`src/srr_pkg.sv`:
```
// constants for the subroutine return and rotate-through-carry executor
// assumes a core that presents one instruction word per four-phase cycle
package srr_pkg;

  localparam logic [15:0] SRR_RET_MASK   = 16'hFFFE;
  localparam logic [15:0] SRR_RET_CODE   = 16'h0012;
  localparam logic [15:0] SRR_ROT_MASK   = 16'hFC00;
  localparam logic [15:0] SRR_ROT_CODE   = 16'h3400;
  localparam int          SRR_SHADOW_BIT = 0;
  localparam int          SRR_DEST_BIT   = 9;
  localparam int          SRR_ACC_BIT    = 8;
  localparam logic [7:0]  SRR_ACC_SPLIT  = 8'h5F;
  localparam logic [3:0]  SRR_ACC_HI_BNK = 4'hF;
  localparam logic [3:0]  SRR_ACC_LO_BNK = 4'h0;
  localparam int          SRR_FLAG_C     = 0;
  localparam int          SRR_FLAG_Z     = 2;
  localparam int          SRR_FLAG_N     = 4;
  localparam logic [1:0]  SRR_Q1         = 2'h0;
  localparam logic [1:0]  SRR_Q2         = 2'h1;
  localparam logic [1:0]  SRR_Q3         = 2'h2;
  localparam logic [1:0]  SRR_Q4         = 2'h3;
  localparam logic [7:0]  SRR_RST_BYTE   = 8'h00;
  localparam logic [20:0] SRR_RST_PC     = 21'h00_0000;

  typedef enum logic [1:0] {
    SRR_ST_IDLE,
    SRR_ST_ROT,
    SRR_ST_RET,
    SRR_ST_FLUSH
  } srr_state_t;

endpackage : srr_pkg

```
`src/srr_core.sv`:
```
// execution of subroutine return and rotate-left-through-carry
// assumes instruction memory, return stack and file memory sit outside,
// all synchronous to mclk; one instruction cycle is four mclk phases
`timescale 1ns/100ps
module srr_core
  import srr_pkg::*;
(
  input  wire logic        mclk,
  input  wire logic        rst,
  input  wire logic [15:0] instr_word,
  input  wire logic        instr_valid,
  input  wire logic        ext_set_en,
  input  wire logic [20:0] stack_top,
  input  wire logic [11:0] indexed_base,
  input  wire logic [7:0]  shadow_working,
  input  wire logic [7:0]  shadow_flags,
  input  wire logic [7:0]  shadow_bank_select,
  input  wire logic [7:0]  file_rdata,
  output logic [1:0]       q_phase,
  output logic [11:0]      file_addr,
  output logic             file_rd,
  output logic             file_wr,
  output logic [7:0]       file_wdata,
  output logic             stack_pop,
  output logic [20:0]      pc,
  output logic [7:0]       working,
  output logic [7:0]       flags,
  output logic [7:0]       bank_select_register,
  output logic             flush
);

  logic [1:0]  phase_reg;
  srr_state_t  st_reg;
  srr_state_t  st_next;
  logic        dest_reg;
  logic        shadow_reg;
  logic [11:0] addr_reg;
  logic [11:0] addr_next;
  logic [7:0]  operand_reg;
  logic [7:0]  result_reg;
  logic        cout_reg;
  logic [20:0] pc_reg;
  logic [7:0]  working_reg;
  logic [7:0]  flags_reg;
  logic [7:0]  bsr_reg;
  logic [7:0]  working_next;
  logic [7:0]  flags_next;
  logic [7:0]  bsr_next;

  // decode of the presented word
  wire        is_ret    = (instr_word & SRR_RET_MASK) == SRR_RET_CODE;
  wire        is_rot    = (instr_word & SRR_ROT_MASK) == SRR_ROT_CODE;
  wire [7:0]  f_field   = instr_word[7:0];
  wire        acc_bit   = instr_word[SRR_ACC_BIT];
  wire        low_part  = f_field <= SRR_ACC_SPLIT;
  wire        indexed   = ext_set_en && !acc_bit && low_part;
  wire        take      = (phase_reg == SRR_Q1) && (st_reg == SRR_ST_IDLE)
                          && instr_valid;
  wire        end_cycle = phase_reg == SRR_Q4;

  // phase strobes of the current instruction
  wire in_q2  = phase_reg == SRR_Q2;
  wire in_q3  = phase_reg == SRR_Q3;
  wire in_q4  = phase_reg == SRR_Q4;
  wire rot_q4 = in_q4 && (st_reg == SRR_ST_ROT);
  wire ret_q4 = in_q4 && (st_reg == SRR_ST_RET);

  // rotated byte; carry in is the flag as it stands in Q3, safe because
  // only one instruction is in flight at a time
  wire [7:0] rot_value = {operand_reg[6:0], flags_reg[SRR_FLAG_C]};
  wire       rot_zero  = result_reg == 8'h00;
  wire       rot_neg   = result_reg[7];
  wire [7:0] flags_rot;

  // per-bit flag update: carry, zero and negative follow the result,
  // every other flag bit keeps its value
  generate
    for (genvar fb = 0; fb < 8; fb = fb + 1) begin : g_flag
      if (fb == SRR_FLAG_C) begin : g_carry
        assign flags_rot[fb] = cout_reg;
      end else if (fb == SRR_FLAG_Z) begin : g_zero
        assign flags_rot[fb] = rot_zero;
      end else if (fb == SRR_FLAG_N) begin : g_neg
        assign flags_rot[fb] = rot_neg;
      end else begin : g_keep
        assign flags_rot[fb] = flags_reg[fb];
      end
    end
  endgenerate

  // file address selection
  always_comb begin
    if (indexed) begin
      addr_next = indexed_base + {4'h0, f_field};
    end else if (acc_bit) begin
      addr_next = {bsr_reg[3:0], f_field};
    end else if (low_part) begin
      addr_next = {SRR_ACC_LO_BNK, f_field};
    end else begin
      addr_next = {SRR_ACC_HI_BNK, f_field};
    end
  end

  // state sequencing across instruction cycles
  always_comb begin
    st_next = st_reg;
    case (st_reg)
      SRR_ST_IDLE: begin
        if (take && is_ret) begin
          st_next = SRR_ST_RET;
        end else if (take && is_rot) begin
          st_next = SRR_ST_ROT;
        end
      end
      SRR_ST_ROT: begin
        if (end_cycle) st_next = SRR_ST_IDLE;
      end
      SRR_ST_RET: begin
        if (end_cycle) st_next = SRR_ST_FLUSH;
      end
      SRR_ST_FLUSH: begin
        if (end_cycle) st_next = SRR_ST_IDLE;
      end
      default: st_next = SRR_ST_IDLE;
    endcase
  end

  // phase divider and state
  always_ff @(posedge mclk) begin
    if (rst) begin
      phase_reg <= SRR_Q1;
      st_reg    <= SRR_ST_IDLE;
    end else begin
      phase_reg <= phase_reg + 2'h1;
      st_reg    <= st_next;
    end
  end

  // instruction fields caught at decode
  always_ff @(posedge mclk) begin
    if (rst) begin
      dest_reg   <= 1'b0;
      shadow_reg <= 1'b0;
      addr_reg   <= 12'h000;
    end else if (take) begin
      dest_reg   <= instr_word[SRR_DEST_BIT];
      shadow_reg <= instr_word[SRR_SHADOW_BIT];
      addr_reg   <= addr_next;
    end
  end

  // read in phase two, compute in phase three
  always_ff @(posedge mclk) begin
    if (rst) begin
      operand_reg <= SRR_RST_BYTE;
      result_reg  <= SRR_RST_BYTE;
      cout_reg    <= 1'b0;
    end else if (in_q2 && st_reg == SRR_ST_ROT) begin
      operand_reg <= file_rdata;
    end else if (in_q3 && st_reg == SRR_ST_ROT) begin
      result_reg <= rot_value;
      cout_reg   <= operand_reg[7];
    end
  end

  // program counter loads only from the popped stack top
  always_ff @(posedge mclk) begin
    if (rst) begin
      pc_reg <= SRR_RST_PC;
    end else if (ret_q4) begin
      pc_reg <= stack_top;
    end
  end

  // next values of working, flags and bank select in phase four; a
  // return with the shadow bit clear falls through to the hold branch,
  // so none of the three moves
  wire load_shadow = ret_q4 && shadow_reg;
  wire load_work   = rot_q4 && !dest_reg;
  assign working_next = load_shadow ? shadow_working
                      : load_work   ? result_reg
                      : working_reg;
  assign flags_next   = load_shadow ? shadow_flags
                      : rot_q4      ? flags_rot
                      : flags_reg;
  assign bsr_next     = load_shadow ? shadow_bank_select
                      : bsr_reg;

  // working register
  always_ff @(posedge mclk) begin
    if (rst) begin
      working_reg <= SRR_RST_BYTE;
    end else begin
      working_reg <= working_next;
    end
  end

  // flags register
  always_ff @(posedge mclk) begin
    if (rst) begin
      flags_reg <= SRR_RST_BYTE;
    end else begin
      flags_reg <= flags_next;
    end
  end

  // bank select register
  always_ff @(posedge mclk) begin
    if (rst) begin
      bsr_reg <= SRR_RST_BYTE;
    end else begin
      bsr_reg <= bsr_next;
    end
  end

  // handshake strobes; return without shadow leaves the registers alone
  assign file_rd   = in_q2 && (st_reg == SRR_ST_ROT);
  assign file_wr   = rot_q4 && dest_reg;
  assign stack_pop = ret_q4;
  assign flush     = st_reg == SRR_ST_FLUSH;

  // registered data outputs
  assign q_phase              = phase_reg;
  assign file_addr            = addr_reg;
  assign file_wdata           = result_reg;
  assign pc                   = pc_reg;
  assign working              = working_reg;
  assign flags                = flags_reg;
  assign bank_select_register = bsr_reg;

endmodule : srr_core

```
`config.mk`:
```
export PLATFORM = sky130hd
export DESIGN_NAME = srr_core
export DESIGN_NICKNAME = d
export VERILOG_FILES = /design/src/srr_pkg.sv /design/src/srr_core.sv
export SDC_FILE = /design/constraint.sdc
export NUM_CORES = 1
export LEC_CHECK = 0
export ABC_AREA = 1
export BUFFER_PORTS_ARGS = -buffer_cell sky130_fd_sc_hd__buf_2
export CAP_MARGIN = 20
export CORE_ASPECT_RATIO = 1.75
export CORE_MARGIN = 2
export CORE_UTILIZATION = 43
export DETAILED_ROUTE_END_ITERATION = 7
export PLACE_DENSITY = 0.86
export RECOVER_POWER = 25
export SYNTH_ARGS = -nofsm -noshare
export SYNTH_HDL_FRONTEND = slang
export SYNTH_SLANG_ARGS = --single-unit
```
`constraint.sdc`:
```
create_clock -name mclk -period 1.45 [get_ports mclk]
set_clock_uncertainty 0.1 [all_clocks]
set_input_delay 0.0725 -clock mclk [delete_from_list [all_inputs] [get_ports mclk]]
set_output_delay 0.0725 -clock mclk [all_outputs]
set_load 0.02 [all_outputs]
```
## After elaboration in Yosys (flattened, before gate mapping)

Index checks and enable logic that the tools add are counted.

| word-level totals | value |
|---|---|
| flip-flop bits (word level) | 80 |
| input bits | 85 |
| output and inout bits | 71 |
| logic and storage cells | 63 |

| operators by class | value |
|---|---|
| add/subtract/negate cells | 2 |
| order comparisons | 1 |
| equal/unequal tests | 11 |
| mux-type cells | 12 |
| bitwise logic cells | 1 |
| reductions and logical operators | 23 |

Operators with widths:

| kind | number |
|---|---|
| 2-to-1 mux 12 bit | 3 |
| 2-to-1 mux 8 bit | 3 |
| == test 15 x 4 -> 1 bit, second input constant | 1 |
| logical AND 1 bit | 13 |
| adder 12 x 8 -> 12 bit | 1 |
| == test 2 bit, second input constant | 4 |
| <= comparator 8 x 7 -> 1 bit, second input constant | 1 |
| logical NOT 8 bit | 1 |
| 2-to-1 mux 2 bit | 4 |
| == test 6 x 4 -> 1 bit, second input constant | 1 |
| one-hot mux 2 bit (3 select lines) | 1 |
| 2-to-1 mux 5 bit | 1 |
| == test 2 x 1 -> 1 bit, second input constant | 2 |
| logical NOT 2 bit | 2 |
| nonzero test 2 bit | 2 |
| != test 3 x 1 -> 1 bit, second input constant | 1 |
| AND reduction 3 bit | 1 |
| adder 2 x 1 -> 2 bit, second input constant | 1 |
| logical NOT 1 bit | 2 |
| != test 2 x 1 -> 1 bit, second input constant | 1 |
| != test 2 bit, second input constant | 1 |
| AND reduction 2 bit | 1 |
| OR reduction 2 bit | 1 |
| NOT 1 bit | 1 |

## Depth between registers and ports, before layout

Gate-level depths: netlist of run 1.

| logic depth | value |
|---|---|
| depth in word-level cells | 7 |
| mapped depth | 10 |
| gate-level depth less buffers | 10 |

## Worst setup path before layout of run 1

Ideal clock, no wire load.

| timing | value |
|---|---|
| path type | register -> register |
| start | register phase_reg[0], in the netlist q_phase[0] |
| end | register pc_reg[11], in the netlist pc[11] |
| setup time | 65 ps |
| arrival time | 1543 ps |
| data required time | 1285 ps |
| setup slack | -258 ps |
| cell stages (with the launch flop) | 7 |
| buffers on the path | 1 |
| period minus slack after synthesis | 1708 ps |
| path through | dfxtp_1 > ha_1 > inv_1 > nor2_8 > clkbuf_1 > o21ai_0 > nor2_1 |

| between the ends | value |
|---|---|
| cells in the longest elaborated chain, start to end | 2 |

Ends and longest elaborated chain:

| item | RTL line | RTL |
|---|---|---|
| start, declared | srr_core.sv:32 | `logic [1:0] phase_reg;` |
| start signal, assigned | srr_core.sv:134 | `phase_reg <= phase_reg + 2'h1;` |
| == test 2 bit | srr_core.sv:64 | `wire in_q4 = phase_reg == SRR_Q4;` |
| logical AND 1 bit | srr_core.sv:66 | `wire ret_q4 = in_q4 && (st_reg == SRR_ST_RET);` |
| net stack_pop | srr_core.sv:24 | `output logic stack_pop,` |
| end signal, assigned | srr_core.sv:171 | `pc_reg <= stack_top;` |
| end, declared | srr_core.sv:42 | `logic [20:0] pc_reg;` |

The timed path passes the listed nets, and every way through them passes these cells.
A chain may end at the register's enable or synchronous reset.

## Final worst setup path of run 1

| timing | value |
|---|---|
| start | register st_reg[1] |
| end | output port file_rd |

| between the ends | value |
|---|---|
| cells in the longest elaborated chain, start to end | 2 |

Ends and longest elaborated chain:

| item | RTL line | RTL |
|---|---|---|
| start, declared | srr_core.sv:33 | `srr_state_t st_reg;` |
| start signal, assigned | srr_core.sv:135 | `st_reg <= st_next;` |
| == test 2 x 1 -> 1 bit | srr_core.sv:217 | `assign file_rd = in_q2 && (st_reg == SRR_ST_ROT);` |
| logical AND 1 bit | srr_core.sv:217 |  |
| end, declared | srr_core.sv:21 | `output logic file_rd,` |

Every way passes these cells.

==> results of run 1 <==
[logic make-up after synthesis]
kind of cell    synth area share, %
simple gates                   27.3
compound gates                 17.2
flops                          42.5
buf+inv                        7.68
fa+ha+maj                      4.52
xor+xnor                      0.698
[metrics by stage]
stage | setup WS [ns] | power, mW
detailed placement | -0.197 | 3.96
finish | -0.177 | 7.40
global route | -0.212 | 7.66
floorplan | -0.00682 | 3.34
global placement | -0.180 | 3.91
CTS | -0.0847 | 6.99
[cells in the final DEF (no fill, tap or decap), types with 5 or more instances in the layout]
master         synthesis  final
buf_2                  3    153
nand2_1              123     91
dfxtp_1               80     76
nor2_1                85     71
dlygate4sd3_1          0     58
inv_1                 46     40
buf_4                  2     33
a21oi_2                0     25
buf_6                  1     24
a21oi_1               49     23
o21ai_2                0     22
nand2_4                1     19
o21ai_0               53     18
nand3_1               27     16
o21ai_1                3     15
nand2_2                1     14
clkbuf_16              0     12
nor2_2                 2     10
a31oi_1               10      9
ha_1                  12      8
nand3_2                0      7
nor2_4                 0      6
buf_12                 0      5
[area by class of cell]
| class | count | area (µm²) | area share, % |
|---|---|---|---|
| inverter | 51 | 228 | 3.30 |
| timing repair buffer | 278 | 2070 | 30.1 |
| multi-input combinational | 388 | 2460 | 35.7 |
| tap | 117 | 146 | 2.12 |
| antenna | 2 | 5.00 | 0.0726 |
| clock buffer | 11 | 264 | 3.83 |
| sequential | 80 | 1610 | 23.4 |
| clock inverter | 4 | 98.8 | 1.43 |
[synth_stat cells, drive strengths merged (2+ instances only)]
library cell / count
buf: 6
a21oi: 49
ha: 12
nand2: 125
nor3: 3
nand4: 3
nor2: 88
a31oi: 10
inv: 49
xor2: 2
clkbuf: 15
clkinv: 2
nand3b: 3
nand3: 27
o21ai: 57
dfxtp: 80
o211ai: 4
[path summary, 6_finish.rpt]
| check | endpoint | startpoint | slack, ns |
|---|---|---|---|
| setup / recovery | file_rd | st_reg[1]$_SDFFE_PP0P_ | -0.18 |
| hold / removal | flags[2]$_SDFFE_PP0P_ | shadow_flags[2] | 0.01 |
| setup reg to reg | file_wdata[7]$_SDFFE_PP0P_ | st_reg[1]$_SDFFE_PP0P_ | -0.16 |
| hold reg to reg | bank_select_register[5]$_SDFFE_PP0P_ | bank_select_register[5]$_SDFFE_PP0P_ | 0.38 |
[what timing repair did]
item                                    CTS  global route
cloned                                    1             4
endpoints found under the hold margin    58             0
setup buffers                             7             6
pin swaps                                 9            34
endpoints found under the setup margin   68            79
hold buffers                             58             0
resized for setup                        68           171
[power breakdown]
| group | internal, mW | total (mW) | switching [mW] |
|---|---|---|---|
| sequential | 2.37 | 2.50 | 0.136 |
| clock | 1.83 | 2.76 | 0.931 |
| combinational | 0.932 | 2.14 | 1.20 |
| total | 5.13 | 7.40 | 2.27 |
[worst max-delay path, stage by stage, from the launching register on]
cell	delay, ns
dfxtp_2	0.33
buf_6	0.12
nor2_4	0.16
buf_6	0.15
nand2_4	0.06
buf_6	0.13
clkinv_8	0.05
buf_8	0.10
[layer usage]
metal  vias up  global-route usage, %  share of wire, %
met5         -                      0                 0
met4         0                   17.2               6.2
met3        95                   7.00               5.5
met2       276                   56.7                56
met1      2375                   29.1                32
li1       2304                      -                 -
==> flow_summary.ini, run 1 <==
[power]
leakage_nw = 3.28
ir_drop_mv = 1.10
p_per_area_nw_per_um2 = 1070

[finish]
drive_gt1_share_pct = 45.1
fin_util_pct = 80.0
syn2layout_area_growth_pct = 83.0
finish.instance_area_um2 = 6890
largest_reg_flops = 21
layoutNonFillerInstCount = 931
n_fill_cell = 523
nNetsFinal = 906

[min_path]
min_path_type = in2reg
hold_depth = 5

[synth]
yosys.area.top_type = dfxtp_1
synth_top_area_share_pct = 42.5
avgSynthCellArea_um2 = 6.97
syn-num-nets = 638
ys_warn_count = 0
netlist_area_um2 = 3760
synth_cells = 540
seq_area_frac_synth_pct = 42.5
synth_edf_count = 0
ys_top_cells_by_area = dfxtp_1 43%, nand2_1 12%, nor2_1 8.5%
ys_ff_latch = 80
synthArstFlopShare_pct = 0
synth_cell_types = 31
synth-main-ff-cell = dfxtp_1

[timing]
setup_viol = 62
period_needed_ns = 1.63
relSlewSlack_pct = 70.4
tightest_slew_ns = 0.441
finalSetupTns_ns = -3.70
hold_viol_final = 0
drv_slew = 0
setup_ws_ns = -0.177
hold_slack_ns = 0.00961
max_freq_ghz = 0.615
fin_crit_sh_pct = 112
grt_setup_unrepaired = yes

[grt]
grt_pass1_vias = 4878
grt_max_degree = 37
grt_usage_pct = 30.5
antenna_found_initial = 1
grt_pass1_wl_um = 22300
overflow = 0

[drt]
dr.pass1.iters = 6
route.detailed.drc = 0
vias = 5050
wirelength_um = 16500
wl_per_cell_um = 17.7
via_per_inst = 5.42
ant_nets = 0
drtIter0Drc = 290

[critical_path]
cp-start-kind = register
path_class = reg2out
r2r_cells = 9
crit_path_end_kind = output port
worst_ep_arrival_time_ns = 1.45
worst_ep_required_time_ns = 1.28
crit_fanout = 3

[clock_tree]
worstSkewPairLatency_ns = 0.34
clkTransAtPathRegs_ns = 0.06
cts_buffers = 9
htreeDepth = 3
root_buffer = clkbuf_16
numClockSinks = 80
cts_buffer_depth = 2
tritoncts = built

[floorplanning]
dieWidth_um = 74.7
rows = 45
dieArea_um2 = 9550
ios = 156
die_height_um = 128
core_area_um2 = 8610
floorplan.initialDensity_pct = 43.7

[placement]
placed_cell_area_um2 = 4980
dp.cells = 838
gp_congestion = 0.921
hpwl_um = 8690
io_buffers = 155

[outcome]
violations = negative setup slack
outcome = finished, violations left

[job]
maxCapViolations = 0
(Power assumes the default switching activity.)
==> run 2, diff against run 1 <==
- CAP_MARGIN: 20 -> unset
- PLACE_DENSITY: 0.86 -> 0.79
- SLEW_MARGIN: unset -> 20
==> run 2 against run 1 <==
- the run still ends with negative setup slack left
- global-route usage decreased by 2.1 points
- sequential share of layout area increased by 2.0 points
- critical path depth increased by 1
- non-clock buffer count decreased by 8
- sequential power about the same
- routed wire length decreased by 12%
- die area unchanged
- total power decreased by 13%
- critical endpoint is now pc[16]$_SDFFE_PP0P_
==> flow_summary.ini, run 2 (same netlist as run 1, synthesis figures left out) <==
[drt]
ant_nets = 0
via_per_inst = 5.21
wirelength_um = 14600
drtIter0Drc = 220
route.detailed.drc = 0
vias = 4817
dr.pass1.iters = 5
wl_per_cell_um = 15.8

[finish]
nNetsFinal = 898
finish.instance_area_um2 = 6360
multi_input_area_um2 = 2150
final_cell_mix = 134 x buf_2, 119 x nand2_1, 76 x dfxtp_1
seq_area_um2 = 1620
syn2layout_area_growth_pct = 68.9
drive_gt1_share_pct = 33.7
final_common_cell = buf_2
n_fill_cell = 649
largest_reg_flops = 21

[power]
ir_drop_mv = 0.897
p_per_area_nw_per_um2 = 1020
leakage_nw = 3.03

[timing]
tightest_slew_ns = 0.310
hold_viol_final = 0
setup_viol = 42
setup_ws_ns = -0.196
period_needed_ns = 1.65
max_freq_ghz = 0.608
relSlewSlack_pct = 79.1
drv_slew = 0
hold_slack_ns = 0.00906
grt_setup_unrepaired = yes
fin_crit_sh_pct = 114
finalSetupTns_ns = -2.40

[min_path]
min_path_type = in2reg

[floorplanning]
dieWidth_um = 74.7
rows = 45
core_area_um2 = 8610
dieArea_um2 = 9550
die_height_um = 128
ios = 156
floorplan.initialDensity_pct = 43.7

[critical_path]
worst_ep_arrival_time_ns = 1.75
worst_ep_required_time_ns = 1.55
crit_path_end_kind = register
crit_fanout = 5
cp-start-kind = register
path_class = reg2reg

[outcome]
outcome = finished, violations left
violations = negative setup slack

[grt]
overflow = 0
grt_max_degree = 58
antenna_found_initial = 1
grt_pass1_wl_um = 21000
grt_usage_pct = 28.4
grt_pass1_vias = 4800

[placement]
gp_congestion = 0.859
placed_cell_area_um2 = 4980
hpwl_um = 8730
io_buffers = 155

[clock_tree]
root_buffer = clkbuf_16
clkTransAtPathRegs_ns = 0.06
worstSkewPairLatency_ns = 0.33
htreeDepth = 3
numClockSinks = 80
tritoncts = built
cts_buffer_depth = 2
cts_buffers = 9

[job]
maxCapViolations = 0
-- run 2: cell count changes in the layout (fill, tap and decap cells not counted), moves of 9 or more --
cell and change:
buf_6 -12, a21oi_1 +19, nand2_4 -15, nand2_2 -12, o21ai_1 +9, nand2_1 +28, nor2_1 -11, a21oi_2 -18
clkbuf_1 +19, o21ai_0 +13, nor2_4 +14, o21ai_2 -21, buf_2 -19
-- run 2: layout make-up --
class                           count  share of cell area [%]
Clock buffer                       10                    3.60
Sequential cell                    80                    25.4
Antenna cell                        2                  0.0787
Clock inverter                      6                   0.571
Timing Repair Buffer              270                    30.9
Inverter                           51                    3.33
Multi-Input combinational cell    388                    33.8
Tap cell                          117                    2.30
-- run 2: layer usage --
metal | vias up | track usage, % | share of wire [%]
met4 | 0 | 17.9 | 5.8
met5 | - | 0 | 0
li1 | 2290 | - | -
met2 | 229 | 52.5 | 55
met1 | 2234 | 27.3 | 34
met3 | 64 | 5.35 | 5.2
-- run 2: critical path: stages, from the launching register on --
cell     delay (ns)
dfxtp_4        0.37
ha_4           0.18
inv_4          0.08
nor2_8         0.04
buf_8          0.12
buf_8          0.12
buf_4          0.13
o21ai_0        0.27
nor2_1         0.11
-- run 2: final timing paths --
path,slack [ns],startpoint,endpoint,depth (start not counted)
max,-0.20,q_phase[0]$_SDFF_PP0_,pc[16]$_SDFFE_PP0P_,8
min,0.009,shadow_flags[2],flags[2]$_SDFFE_PP0P_,5
max reg2reg,-0.20,q_phase[0]$_SDFF_PP0_,pc[16]$_SDFFE_PP0P_,8
min reg2reg,0.36,operand_reg[4]$_SDFFE_PP0P_,operand_reg[4]$_SDFFE_PP0P_,2
-- run 2: timing repair --
action,CTS,global route
cloned,0,4
pin swaps,6,10
hold endpoints to repair,58,0
setup endpoints to repair,73,78
resized for setup,62,66
hold buffers,58,0
buffers inserted,10,0
-- run 2: metrics by stage --
step                      setup slack (ns)  util [%]  std cells  power [mW]
after floorplan                   -0.00682         -        540        3.34
after global placement              -0.175      57.8        834        3.91
after detailed placement            -0.227      57.8        834        3.96
after CTS                          -0.0792      70.1        918        6.27
after global routing                -0.203      73.8        923        6.74
final                               -0.196      73.8        924        6.46
-- run 2: where the power goes --
group | internal [mW] | switching, mW
logic | 0.857 | 1.05
registers | 2.37 | 0.130
clock network | 1.15 | 0.901
==> run 3, diff against run 2 <==
- CELL_PAD_IN_SITES_DETAIL_PLACEMENT: unset -> 0
- CELL_PAD_IN_SITES_GLOBAL_PLACEMENT: unset -> 1
- CORE_UTILIZATION: 43 -> 30
- PLACE_DENSITY: 0.79 -> 0.8
==> run 3 against run 2 <==
- the run still ends with negative setup slack left
- non-clock buffer count increased by 9
- flip-flop and latch count is the same
- register-to-register slack better by 0.08 ns
- combinational power is 3% lower
- total power is 4.4% higher
- critical path depth shrank 2
- sequential power is essentially flat
- sequential share of layout area decreased by 0.93 points
- final area increased by 3.6%
- die area increased by 41%
- critical path type unchanged
- critical endpoint is now working[6]$_SDFFE_PP0P_
==> flow_summary.ini, run 3 (same netlist as run 1, synthesis figures left out) <==
[outcome]
outcome = finished, violations left
violations = negative setup slack

[timing]
tightest_slew_ns = 0.449
drv_slew = 0
relSlewSlack_pct = 70.0
grt_setup_unrepaired = yes
max_freq_ghz = 0.640
period_needed_ns = 1.56
hold_viol_final = 0
setup_viol = 36
fin_crit_sh_pct = 108
setup_ws_ns = -0.114

[critical_path]
cp-start-kind = register
crit_fanout = 8
worst_ep_arrival_time_ns = 1.66
crit_slowest_cell = dfxtp_4
r2r_cells = 6
worstSetupStartpoint = st_reg[0]$_SDFFE_PP0P_
path_class = reg2reg
crit_path_end_kind = register
rr_startpoint = st_reg[0]$_SDFFE_PP0P_
crit_chain = inv_2 > nor2_2 > nand2_2 > buf_4 > o21ai_2 > a31oi_1
ff2ff_setup_slack_ns = -0.11
reg2reg_to = working[6]$_SDFFE_PP0P_
slowest_delay_ns = 0.37
worst_ep_required_time_ns = 1.55

[grt]
grt_pass1_wl_um = 21200
antenna_found_initial = 1
grt_pass1_vias = 4560
grt_max_degree = 42
grt_usage_pct = 20.0
overflow = 0

[placement]
gp_congestion = 0.839
placed_cell_area_um2 = 5080
hpwl_um = 9590
io_buffers = 155
dpl_worst_slack_ns = -0.210

[job]
maxCapViolations = 0

[drt]
drtIter0Drc = 153
route.detailed.drc = 0
via_per_inst = 4.71
wl_per_cell_um = 14.2
wirelength_um = 14000
vias = 4636
ant_nets = 0
dr.pass1.iters = 4

[min_path]
holdPathEnd = file_addr[10]$_SDFFE_PP0P_
min_path_type = in2reg
holdCritStartpoint = instr_word[8]
hold_depth = 3

[floorplanning]
core_area_um2 = 12400
dieWidth_um = 88.7
rows = 54
floorplan.initialDensity_pct = 30.4
die_height_um = 152
ios = 156
dieArea_um2 = 13500

[power]
p_per_area_nw_per_um2 = 1020
p_sw_share_pct = 30.2
leakage_nw = 3.15
p_int_mw = 4.71
combPwrFrac_pct = 27.5
pwr-share-seq_pct = 37.1
ir_drop_mv = 0.898
clockPowerShare_pct = 35.4
switchingPower_mw = 2.04

[finish]
final_cell_mix = 136 x buf_2, 104 x nand2_1, 76 x dfxtp_1
syn2layout_area_growth_pct = 75.0
final_common_cell = buf_2
multi_input_area_um2 = 2160
nNetsFinal = 908
largest_reg_flops = 21
fin_util_pct = 53.3
seq_area_um2 = 1610
drive_gt1_share_pct = 36.6
finish.instance_area_um2 = 6590
n_fill_cell = 1188

[clock_tree]
numClockSinks = 80
cts_buffers = 9
clkTransAtPathRegs_ns = 0.06
worstSkewPairLatency_ns = 0.33
tritoncts = built
htreeDepth = 3
cts_buffer_depth = 2
root_buffer = clkbuf_16
-- run 3: changes by cell type in the layout (fill, tap and decap cells not counted), sizes merged, moves of 2 or more --
| cell | previous run | this run |
|---|---|---|
| buf | 191 | 198 |
| bufinv | 0 | 2 |
| dlygate4sd3 | 58 | 62 |
| clkbuf | 31 | 29 |
| clkinvlp | 2 | 0 |
-- run 3: layout make-up --
type	count	share of cell area, %
multi-input combinational	389	32.7
sequential	80	24.5
tap	168	3.19
timing repair buffer	279	31.4
clock inverter	6	1.27
inverter	51	3.44
clock buffer	10	3.47
antenna	1	0.0380
-- run 3: routing by layer --
metal  routed length, µm  global-route usage, %  up-vias
met4                 460                   8.15        0
met2                8000                   38.9      139
met1                4960                   20.2     2152
met5                   0                      0        -
met3                 551                   2.60       33
li1                    -                      -     2312
-- run 3: stage by stage --
| step | power (mW) | instances | hold slack (ns) | TNS (ns) |
|---|---|---|---|---|
| after floorplan | 3.34 | 540 | 0.0416 | -0.0372 |
| after global placement | 3.98 | 888 | 0.197 | -2.30 |
| after detailed placement | 4.02 | 888 | 0.204 | -3.60 |
| after CTS | 6.70 | 975 | 0.00877 | -1.15 |
| after global routing | 7.09 | 984 | 0.0686 | -5.66 |
| final | 6.75 | 984 | 0.0262 | -1.85 |
-- run 3: how the worst max path moves through the flow --
stage	endpoint	slack, ns	depth (start not counted)
CTS	file_rd	-0.09	7
global route	st_reg[1]$_SDFFE_PP0P_	-0.20	10
finish	working[6]$_SDFFE_PP0P_	-0.11	6
global placement	file_addr[10]$_SDFFE_PP0P_	-0.17	11
floorplan	working[5]$_SDFFE_PP0P_	-0.007	8
detailed placement	file_addr[6]$_SDFFE_PP0P_	-0.21	11
-- run 3: repair_timing --
item,CTS,global route
hold endpoints to repair,61,1
resized for setup,58,93
setup endpoints to repair,79,77
cloned,3,4
pin swaps,9,22
hold buffers,61,1
buffers inserted,7,3
-- run 3: critical path: cells and delay by family (launching register included) --
family | cells | cell delay [ns]
AOI/OAI and AO/OA | 2 | 0.51
buffers and inverters | 2 | 0.19
and+or+nand+nor | 2 | 0.26
DFF | 1 | 0.37
-- run 3: power groups by stage --
stage / Combinational, mW / Sequential [mW] / Clock (mW)
5_1_grt: 2.05 / 2.52 / 2.53
3_5_place_dp: 1.50 / 2.52 / 0
3_3_place_gp: 1.46 / 2.51 / 0
2_1_floorplan: 0.705 / 2.63 / 0
4_1_cts: 1.76 / 2.50 / 2.44
6_report: 1.86 / 2.50 / 2.39
